<file path="config.mk">
export PLATFORM = sky130hd
export DESIGN_NAME = supply_protection_sequencer
export DESIGN_NICKNAME = d
export VERILOG_FILES = /design/src/common/supply_protection_pkg.sv /design/src/rtl/supply_protection_sequencer.sv
export SDC_FILE = /design/constraint.sdc
export NUM_CORES = 1
export LEC_CHECK = 0
export BUFFER_PORTS_ARGS = -buffer_cell sky130_fd_sc_hd__buf_2
export CAP_MARGIN = 40
export CORE_ASPECT_RATIO = 0.8
export CORE_MARGIN = 2
export CORE_UTILIZATION = 55
export CTS_CLUSTER_DIAMETER = 200
export DETAILED_ROUTE_END_ITERATION = 10
export PLACE_DENSITY = 0.72
export SKIP_CTS_REPAIR_TIMING = 1
export SLEW_MARGIN = 20
export SYNTH_ARGS = -nofsm -noshare
export SYNTH_HDL_FRONTEND = slang
export SYNTH_SLANG_ARGS = --single-unit
</file>
<file path="constraint.sdc">
create_clock -name clk -period 7.2 [get_ports clk]
set_clock_uncertainty 0.15 [all_clocks]
set_input_delay 1.08 -clock clk [delete_from_list [all_inputs] [get_ports clk]]
set_output_delay 1.08 -clock clk [all_outputs]
set_load 0.005 [all_outputs]
</file>
<file path="src/common/supply_protection_pkg.sv">
// Shared constants and carrier types for the supply protection sequencer.
package supply_protection_pkg;

  localparam int unsigned CLK_MHZ = 200;

  localparam int unsigned OVERVOLTAGE_DELAY_US = 72;
  localparam int unsigned SHORT_WINDOW_MS = 70;
  localparam int unsigned OVERLOAD_MS    = 860;
  localparam int unsigned RESTART_MS     = 1400;

  localparam int unsigned OVERVOLTAGE_DELAY_CYCLES = OVERVOLTAGE_DELAY_US * CLK_MHZ;
  localparam int unsigned SHORT_WINDOW_CYCLES = SHORT_WINDOW_MS * 1000 * CLK_MHZ;
  localparam int unsigned OVERLOAD_CYCLES     = OVERLOAD_MS * 1000 * CLK_MHZ;
  localparam int unsigned RESTART_CYCLES      = RESTART_MS * 1000 * CLK_MHZ;

  localparam int CNT_W = 32;

  typedef enum {
    st_lockout,
    st_run,
    st_latched,
    st_restart
  } mode_t;

  typedef struct packed {
    logic above_turn_on;
    logic below_turn_off;
    logic above_overvoltage;
    logic below_latch_low;
    logic above_latch_high;
    logic below_short;
    logic cs_overload;
  } sense_t;

  typedef struct packed {
    logic operating;
    logic latched;
    logic restart_wait;
    logic short_trip;
    logic overload_trip;
  } status_t;

  // Comparators reset as if the supply sat below the turn-off level.
  localparam sense_t SENSE_RESET = 7'h20;
  localparam status_t STATUS_RESET = 5'h00;
  localparam logic [CNT_W-1:0] CNT_RESET = 32'h0000_0000;

endpackage

</file>
<file path="src/rtl/supply_protection_sequencer.sv">
// Protection and start-up sequencer driving the power switch gate.
// How it works
// RL1 - Gate high while switch should conduct.
// RL2 - Gate low while switch should not conduct.
// RL3 - Start only after supply reaches turn-on.
// RL4 - Stop all operation at 6.5 V turn-off.
// RL5 - Undervoltage lockout forces gate low.
// RL6 - Undervoltage lockout clears latched stop.
// RL7 - Latch after overvoltage held over 72 us.
// RL8 - Latched: start-up source on 8 V, off 9 V.
// RL9 - Overload below 10 V stops switching at once.
// RL10 - Short stop restarts after 1400 ms, repeating.
// RL11 - No 10 V drop within 70 ms: overload path.
// RL12 - Overload held over 860 ms stops switching.
// RL13 - Start-up source off once operating.
// RL14 - Gate held low in latched or restart stop.
// RL15 - Comparators synchronized, delays counted on clock.
module supply_protection_sequencer #(
  parameter int unsigned OVERVOLTAGE_DELAY = supply_protection_pkg::OVERVOLTAGE_DELAY_CYCLES,
  parameter int unsigned SHORT_WINDOW = supply_protection_pkg::SHORT_WINDOW_CYCLES,
  parameter int unsigned OVERLOAD     = supply_protection_pkg::OVERLOAD_CYCLES,
  parameter int unsigned RESTART      = supply_protection_pkg::RESTART_CYCLES
) (
  input  wire logic                          clk,
  input  wire logic                          reset,
  input  wire supply_protection_pkg::sense_t sense,
  input  wire logic                          pwm_request,
  output logic                               gate_drive,
  output logic                               startup_source_on,
  output supply_protection_pkg::status_t     status
);

  localparam int W = supply_protection_pkg::CNT_W;

  // Counts saturate, so a condition that never clears cannot wrap round and trip late.
  function automatic logic [W-1:0] bump(input logic [W-1:0] c);
    bump = (c == {W{1'b1}}) ? c : c + 32'h0000_0001;
  endfunction

  // One threshold test shared by every delay, so all end points compare the same way.
  function automatic logic reached(input logic [W-1:0] c, input logic [W-1:0] limit);
    reached = (c >= limit);
  endfunction

  // Synchroniser stages.
  supply_protection_pkg::sense_t  sense_meta;
  supply_protection_pkg::sense_t  s;

  // Mode and output next values.
  supply_protection_pkg::mode_t   mode;
  supply_protection_pkg::mode_t   next_mode;
  supply_protection_pkg::status_t next_status;
  logic                           next_gate;
  logic                           next_startup;

  // Delay counters and their next values.
  logic [W-1:0]                   overvoltage_cnt;
  logic [W-1:0]                   ol_cnt;
  logic [W-1:0]                   restart_cnt;
  logic [W-1:0]                   next_overvoltage_cnt;
  logic [W-1:0]                   next_ol_cnt;
  logic [W-1:0]                   next_restart_cnt;

  // Named comparator levels.
  logic                           turn_on_level;
  logic                           turn_off_level;
  logic                           overvoltage_level;
  logic                           hold_low_level;
  logic                           hold_high_level;
  logic                           short_level;
  logic                           overload_level;

  // Mode decode.
  logic                           running;
  logic                           in_restart;
  logic                           to_lockout;
  logic                           to_run;
  logic                           to_latched;
  logic                           to_restart;

  // Trip conditions.
  logic                           lockout_now;
  logic                           start_now;
  logic                           overvoltage_long;
  logic                           in_short_window;
  logic                           overload_long;
  logic                           restart_done;
  logic                           overvoltage_trip;
  logic                           short_trip;
  logic                           overload_trip;
  logic                           short_seen;
  logic                           overload_seen;

  // Every comparator crosses into the clock domain through two stages.
  always_ff @(posedge clk or posedge reset) begin // see RL15
    if (reset) begin
      sense_meta <= supply_protection_pkg::SENSE_RESET;
    end else begin
      sense_meta <= sense;
    end
  end

  // Only this second stage is read; the first may still be settling.
  always_ff @(posedge clk or posedge reset) begin // see RL15
    if (reset) begin
      s <= supply_protection_pkg::SENSE_RESET;
    end else begin
      s <= sense_meta;
    end
  end

  // Synchronised comparator levels, named for what the logic below asks of them.
  assign turn_on_level     = s.above_turn_on;
  assign turn_off_level    = s.below_turn_off;
  assign overvoltage_level = s.above_overvoltage;
  assign hold_low_level    = s.below_latch_low;
  assign hold_high_level   = s.above_latch_high;
  assign short_level       = s.below_short;
  assign overload_level    = s.cs_overload;

  // Present mode.
  assign running    = (mode == supply_protection_pkg::st_run);
  assign in_restart = (mode == supply_protection_pkg::st_restart);

  // Mode loaded at the next edge; outputs register from it so they move with the mode.
  assign to_lockout = (next_mode == supply_protection_pkg::st_lockout);
  assign to_run     = (next_mode == supply_protection_pkg::st_run);
  assign to_latched = (next_mode == supply_protection_pkg::st_latched);
  assign to_restart = (next_mode == supply_protection_pkg::st_restart);

  assign lockout_now = turn_off_level; // see RL4
  assign start_now   = turn_on_level; // see RL3

  // Delay end points.
  assign overvoltage_long = reached(overvoltage_cnt, W'(OVERVOLTAGE_DELAY));
  assign in_short_window  = !reached(ol_cnt, W'(SHORT_WINDOW));
  assign overload_long    = reached(ol_cnt, W'(OVERLOAD));
  assign restart_done     = reached(restart_cnt, W'(RESTART));

  assign overvoltage_trip = overvoltage_level && overvoltage_long; // see RL7
  // The short check only looks inside its window; later the overload timer decides.
  assign short_trip       = running && overload_level && short_level
                            && in_short_window; // see RL9 see RL11
  assign overload_trip    = running && overload_level && overload_long; // see RL12

  always_comb begin
    next_mode = mode;
    case (mode)
      supply_protection_pkg::st_lockout: begin
        // Nothing but the turn-on level acts here.
        if (start_now) begin
          next_mode = supply_protection_pkg::st_run; // see RL3
        end
      end

      supply_protection_pkg::st_run: begin
        if (overvoltage_trip) begin
          next_mode = supply_protection_pkg::st_latched;
        end else if (short_trip || overload_trip) begin
          next_mode = supply_protection_pkg::st_restart;
        end
      end

      supply_protection_pkg::st_latched: begin
        // Only lockout leaves this state; the start-up source holds the supply meanwhile.
        next_mode = supply_protection_pkg::st_latched; // see RL14
      end

      supply_protection_pkg::st_restart: begin
        // A short that persists trips again after the restart, so the cycle repeats.
        if (restart_done) begin
          next_mode = supply_protection_pkg::st_run; // see RL10
        end
      end

      default: begin
        next_mode = supply_protection_pkg::st_lockout;
      end
    endcase
    // Lockout outranks everything and wipes the latch with it.
    if (lockout_now) begin
      next_mode = supply_protection_pkg::st_lockout; // see RL5 see RL6
    end
  end

  // Gate follows the regulator only while running; any stop pulls it low on the same edge.
  assign next_gate = to_run
                     && pwm_request; // see RL1 see RL2 see RL14

  // Between the two hold levels the source keeps its last state; that gap is the hysteresis.
  always_comb begin
    next_startup = startup_source_on;
    case (next_mode)
      supply_protection_pkg::st_lockout: begin
        next_startup = 1'b1;
      end

      supply_protection_pkg::st_run: begin
        next_startup = 1'b0; // see RL13
      end

      supply_protection_pkg::st_latched: begin
        if (hold_low_level) begin
          next_startup = 1'b1; // see RL8
        end else if (hold_high_level) begin
          next_startup = 1'b0; // see RL8
        end
      end

      supply_protection_pkg::st_restart: begin
        // The supply is left to decay; if it collapses, lockout recharges it.
        next_startup = 1'b0;
      end

      default: begin
        next_startup = 1'b1;
      end
    endcase
  end

  // Trip flags stay set until lockout, so the cause of a stop remains visible.
  assign short_seen    = status.short_trip || short_trip;
  assign overload_seen = status.overload_trip || (overload_trip && !short_trip);

  assign next_status = '{
    operating:     to_run,
    latched:       to_latched,
    restart_wait:  to_restart,
    short_trip:    short_seen && !to_lockout,
    overload_trip: overload_seen && !to_lockout
  };

  // Any dropout of the condition restarts its count, so brief noise never trips.
  assign next_overvoltage_cnt = (running && overvoltage_level) ? bump(overvoltage_cnt)
                                : supply_protection_pkg::CNT_RESET; // see RL7
  assign next_ol_cnt          = (running && overload_level) ? bump(ol_cnt)
                                : supply_protection_pkg::CNT_RESET; // see RL11 see RL12
  assign next_restart_cnt     = (in_restart && !restart_done) ? bump(restart_cnt)
                                : supply_protection_pkg::CNT_RESET; // see RL10

  // Reset parks the block in lockout, the same as a collapsed supply.
  always_ff @(posedge clk or posedge reset) begin
    if (reset) begin
      mode <= supply_protection_pkg::st_lockout;
    end else begin
      mode <= next_mode;
    end
  end

  // Gate and start-up source come from flops, so decoding never glitches the pins.
  always_ff @(posedge clk or posedge reset) begin
    if (reset) begin
      gate_drive <= 1'b0;
    end else begin
      gate_drive <= next_gate;
    end
  end

  always_ff @(posedge clk or posedge reset) begin
    if (reset) begin
      startup_source_on <= 1'b1;
    end else begin
      startup_source_on <= next_startup;
    end
  end

  always_ff @(posedge clk or posedge reset) begin
    if (reset) begin
      status <= supply_protection_pkg::STATUS_RESET;
    end else begin
      status <= next_status;
    end
  end

  // Every protection delay is counted on this clock.
  always_ff @(posedge clk or posedge reset) begin // see RL15
    if (reset) begin
      overvoltage_cnt <= supply_protection_pkg::CNT_RESET;
    end else begin
      overvoltage_cnt <= next_overvoltage_cnt;
    end
  end

  always_ff @(posedge clk or posedge reset) begin // see RL15
    if (reset) begin
      ol_cnt <= supply_protection_pkg::CNT_RESET;
    end else begin
      ol_cnt <= next_ol_cnt;
    end
  end

  always_ff @(posedge clk or posedge reset) begin // see RL15
    if (reset) begin
      restart_cnt <= supply_protection_pkg::CNT_RESET;
    end else begin
      restart_cnt <= next_restart_cnt;
    end
  end

endmodule

</file>
==> out/metrics.yaml <==
worst_setup_path:
  crit_arrival_ns: 3.36
  crit_fanout: 17
  start_kind: "flop"
  slowest_stage: "or4_1"
  critPathCaptureType: "flop"
  critical-path-top-delay-family: "simple AND/OR/NAND/NOR gates"
  critical-path-max-stage-delay_ns: 0.85
  critical_path_class: "reg2reg"
  crit_chain: "nand3_1, or4_1, nor4b_4, buf_4, nor3_2, xnor2_1, nor2_1"
  required_ns: 7.35
  path_buf_inv: 1
yosys:
  seq_area_frac_synth_pct: 55.0
  synth_fa_ha_area_share_pct: 1.11
  netlist_area_mm2: 0.00679
  synth_mux_area_share_pct: 0.295
  synth_compound_area_share_pct: 5.64
  synth_flop_cell: "dfrtp_1"
  synthSimpleGateAreaFrac_pct: 25.4
  synthArstFlopShare_pct: 100
  synthCells: 657
  synthTopCellsByArea: "dfrtp_1, xnor2_1, nor2_1"
  synth_warnings: 0
  syn_area_per_cell_um2: 10.3
  synth_xor_area_share_pct: 9.93
  synth_top_area_cell: "dfrtp_1"
  ys_ff_latch: 149
  synth_top_family_by_area: "simple AND/OR/NAND/NOR gates"
  synth-edff-count: 0
  synthDistinctLibCells: 53
  synth_top_area_share_pct: 53.8
finish:
  num-nets-final: 725
  antenna_cells: 0
  final_layout_size_suffix_gt1_share_pct: 9.42
  syn_to_final_growth_pct: 13.3
  final_cell_mix: "dfrtp_1, nor2_1, xnor2_1"
  layout_commonest_cell: "dfrtp_1"
clock_network:
  cts_sinks: 149
  clockRootBuffer: "clkbuf_16"
  htree_levels: 4
  clk_latency_ns: 0.42
  clock_path_buffers: 2
  clk_pin_slew_ns: 0.06
  cts_tree: "built"
  cts_inserted_buffers: 17
global_routing:
  grt_pass1_wl_um: 22900
  grt_remaining_overflow: 0
  grt_max_degree: 64
  antenna_found_initial: 0
  grtUsageTotal_pct: 22.2
  grt_pass1_vias: 4657
floorplanning:
  start_util_pct: 56.1
  ioPinCount: 17
  core_mm2: 0.0121
  die_x_um: 128
  design.die.area_mm2: 0.0133
  die_y_um: 103
  num_rows: 36
power_and_ir_drop:
  finalPower_mw: 1.70
  ir_drop_mv: 0.170
  leakagePower_nw: 3.08
  powerDensity_mw_per_mm2: 221
sta:
  setup_tns_ns: 0
  min_period_ns: 3.21
  hold_violations: 0
  finalSetupViolCount: 0
  tightest_slew_ns: 0.832
  post-route-period-util_pct: 44.6
  fmax_mhz: 311
  relSlewSlack_pct: 44.0
  grt_setup_unrepaired: "no"
  setup_ws_ns: 3.99
  slew_violations: 0
placement:
  io_buffer_count: 16
  dp_hpwl_um: 8960
  pre_cts_slack_ns: 4.05
  place.gp.congestion: 0.848
detailed_routing:
  routedWlPerCell_um: 15.2
  final_antenna_net_count: 0
  met3_length_um: 567
  drc: 0
  drtIter0Drc: 430
  wl_met2_um: 6130
  first_pass_iters: 5
  wl_met1_um: 6440
  dr.max_layer_used: "met4"
  vias_per_cell: 5.66
  vias: 4949
  wirelength_um: 13300
run_status:
  outcome: "completed"
run:
  max_cap_violations: 0
hold_path:
  min_path_type: "reg2reg"
metal layers:
layer  vias to the layer above  track usage (%)
li1                       2400                -
met1                      2423             32.1
met2                       110             33.4
met3                        16             4.94
met4                         0             7.69
met5                         -                0
cells by family after synthesis:
| logic type | count (synthesis) |
|---|---|
| adder cells (fa/ha/maj) | 6 |
| AND/OR/NAND/NOR | 326 |
| AO/OA/AOI/OAI | 57 |
| XOR/XNOR | 77 |
| flip-flops | 149 |
| other | 1 |
| buffers and inverters | 39 |
| multiplexers | 2 |
worst register-to-register path, stage by stage, from the launching register on:
cell and delay [ns]:
dfrtp_1 0.41, nand3_1 0.18, or4_1 0.85, nor4b_4 0.79, buf_4 0.36, nor3_2 0.08, xnor2_1 0.21, nor2_1 0.06
path summary, 6_finish.rpt:
kind                                start             endpoint  slack, ns  depth (start not counted)
max                        restart_cnt[3]       restart_cnt[5]       3.99                          7
min                         sense_meta[4]    overvoltage_level       0.20                          0
max reg2reg                restart_cnt[3]       restart_cnt[5]       3.99                          7
min reg2reg                 sense_meta[4]    overvoltage_level       0.20                          0
max in group asynchronous           reset  overvoltage_cnt[12]       5.10                          4
min in group asynchronous           reset        sense_meta[3]       0.57                          2
registers in the layout, indices dropped and copies added, names as in the netlist:
name	cells
mode	32
ol_cnt	32
overvoltage_cnt	32
restart_cnt	32
sense_meta	7
status	5
gate_drive	1
hold_high_level	1
hold_low_level	1
lockout_now	1
overload_level	1
overvoltage_level	1
short_level	1
start_now	1
startup_source_on	1
synth_stat cells (5+ instances only):
| master | instances |
|---|---|
| nor4_1 | 30 |
| o21ai_0 | 12 |
| and3_1 | 26 |
| dfrtp_1 | 146 |
| or3_1 | 13 |
| nor2_1 | 101 |
| xnor2_1 | 45 |
| and2_1 | 6 |
| nand3_1 | 30 |
| inv_1 | 17 |
| nand2_1 | 37 |
| a21oi_1 | 15 |
| and4_1 | 12 |
| a31oi_1 | 5 |
| ha_1 | 6 |
| nand4_1 | 31 |
| nor3_1 | 17 |
| clkbuf_1 | 15 |
| xor2_1 | 32 |
power breakdown:
group	switching, mW	leakage, nW	internal [mW]
logic	0.0195	0.854	0.00479
registers	0.00511	1.97	0.851
clock network	0.372	0.259	0.450
final cells by class:
type	count	area (µm²)
clock inverter	14	118
tap	152	190
fill	953	4420
multi-input combinational	501	3000
timing repair buffer	23	153
clock buffer	18	429
sequential	149	3730
inverter	17	68.8
stage by stage:
step | hold WS (ns) | util (%) | cells | instance area [µm²]
floorplan | 0.181 | - | 689 | 6910
global placement | 0.192 | 58.6 | 839 | 7110
detailed placement | 0.192 | 59.0 | 842 | 7150
CTS | 0.207 | 63.5 | 874 | 7690
global route | 0.211 | 63.5 | 874 | 7690
finish | 0.204 | 63.5 | 874 | 7690
Power figures use the tool's default switching activity.
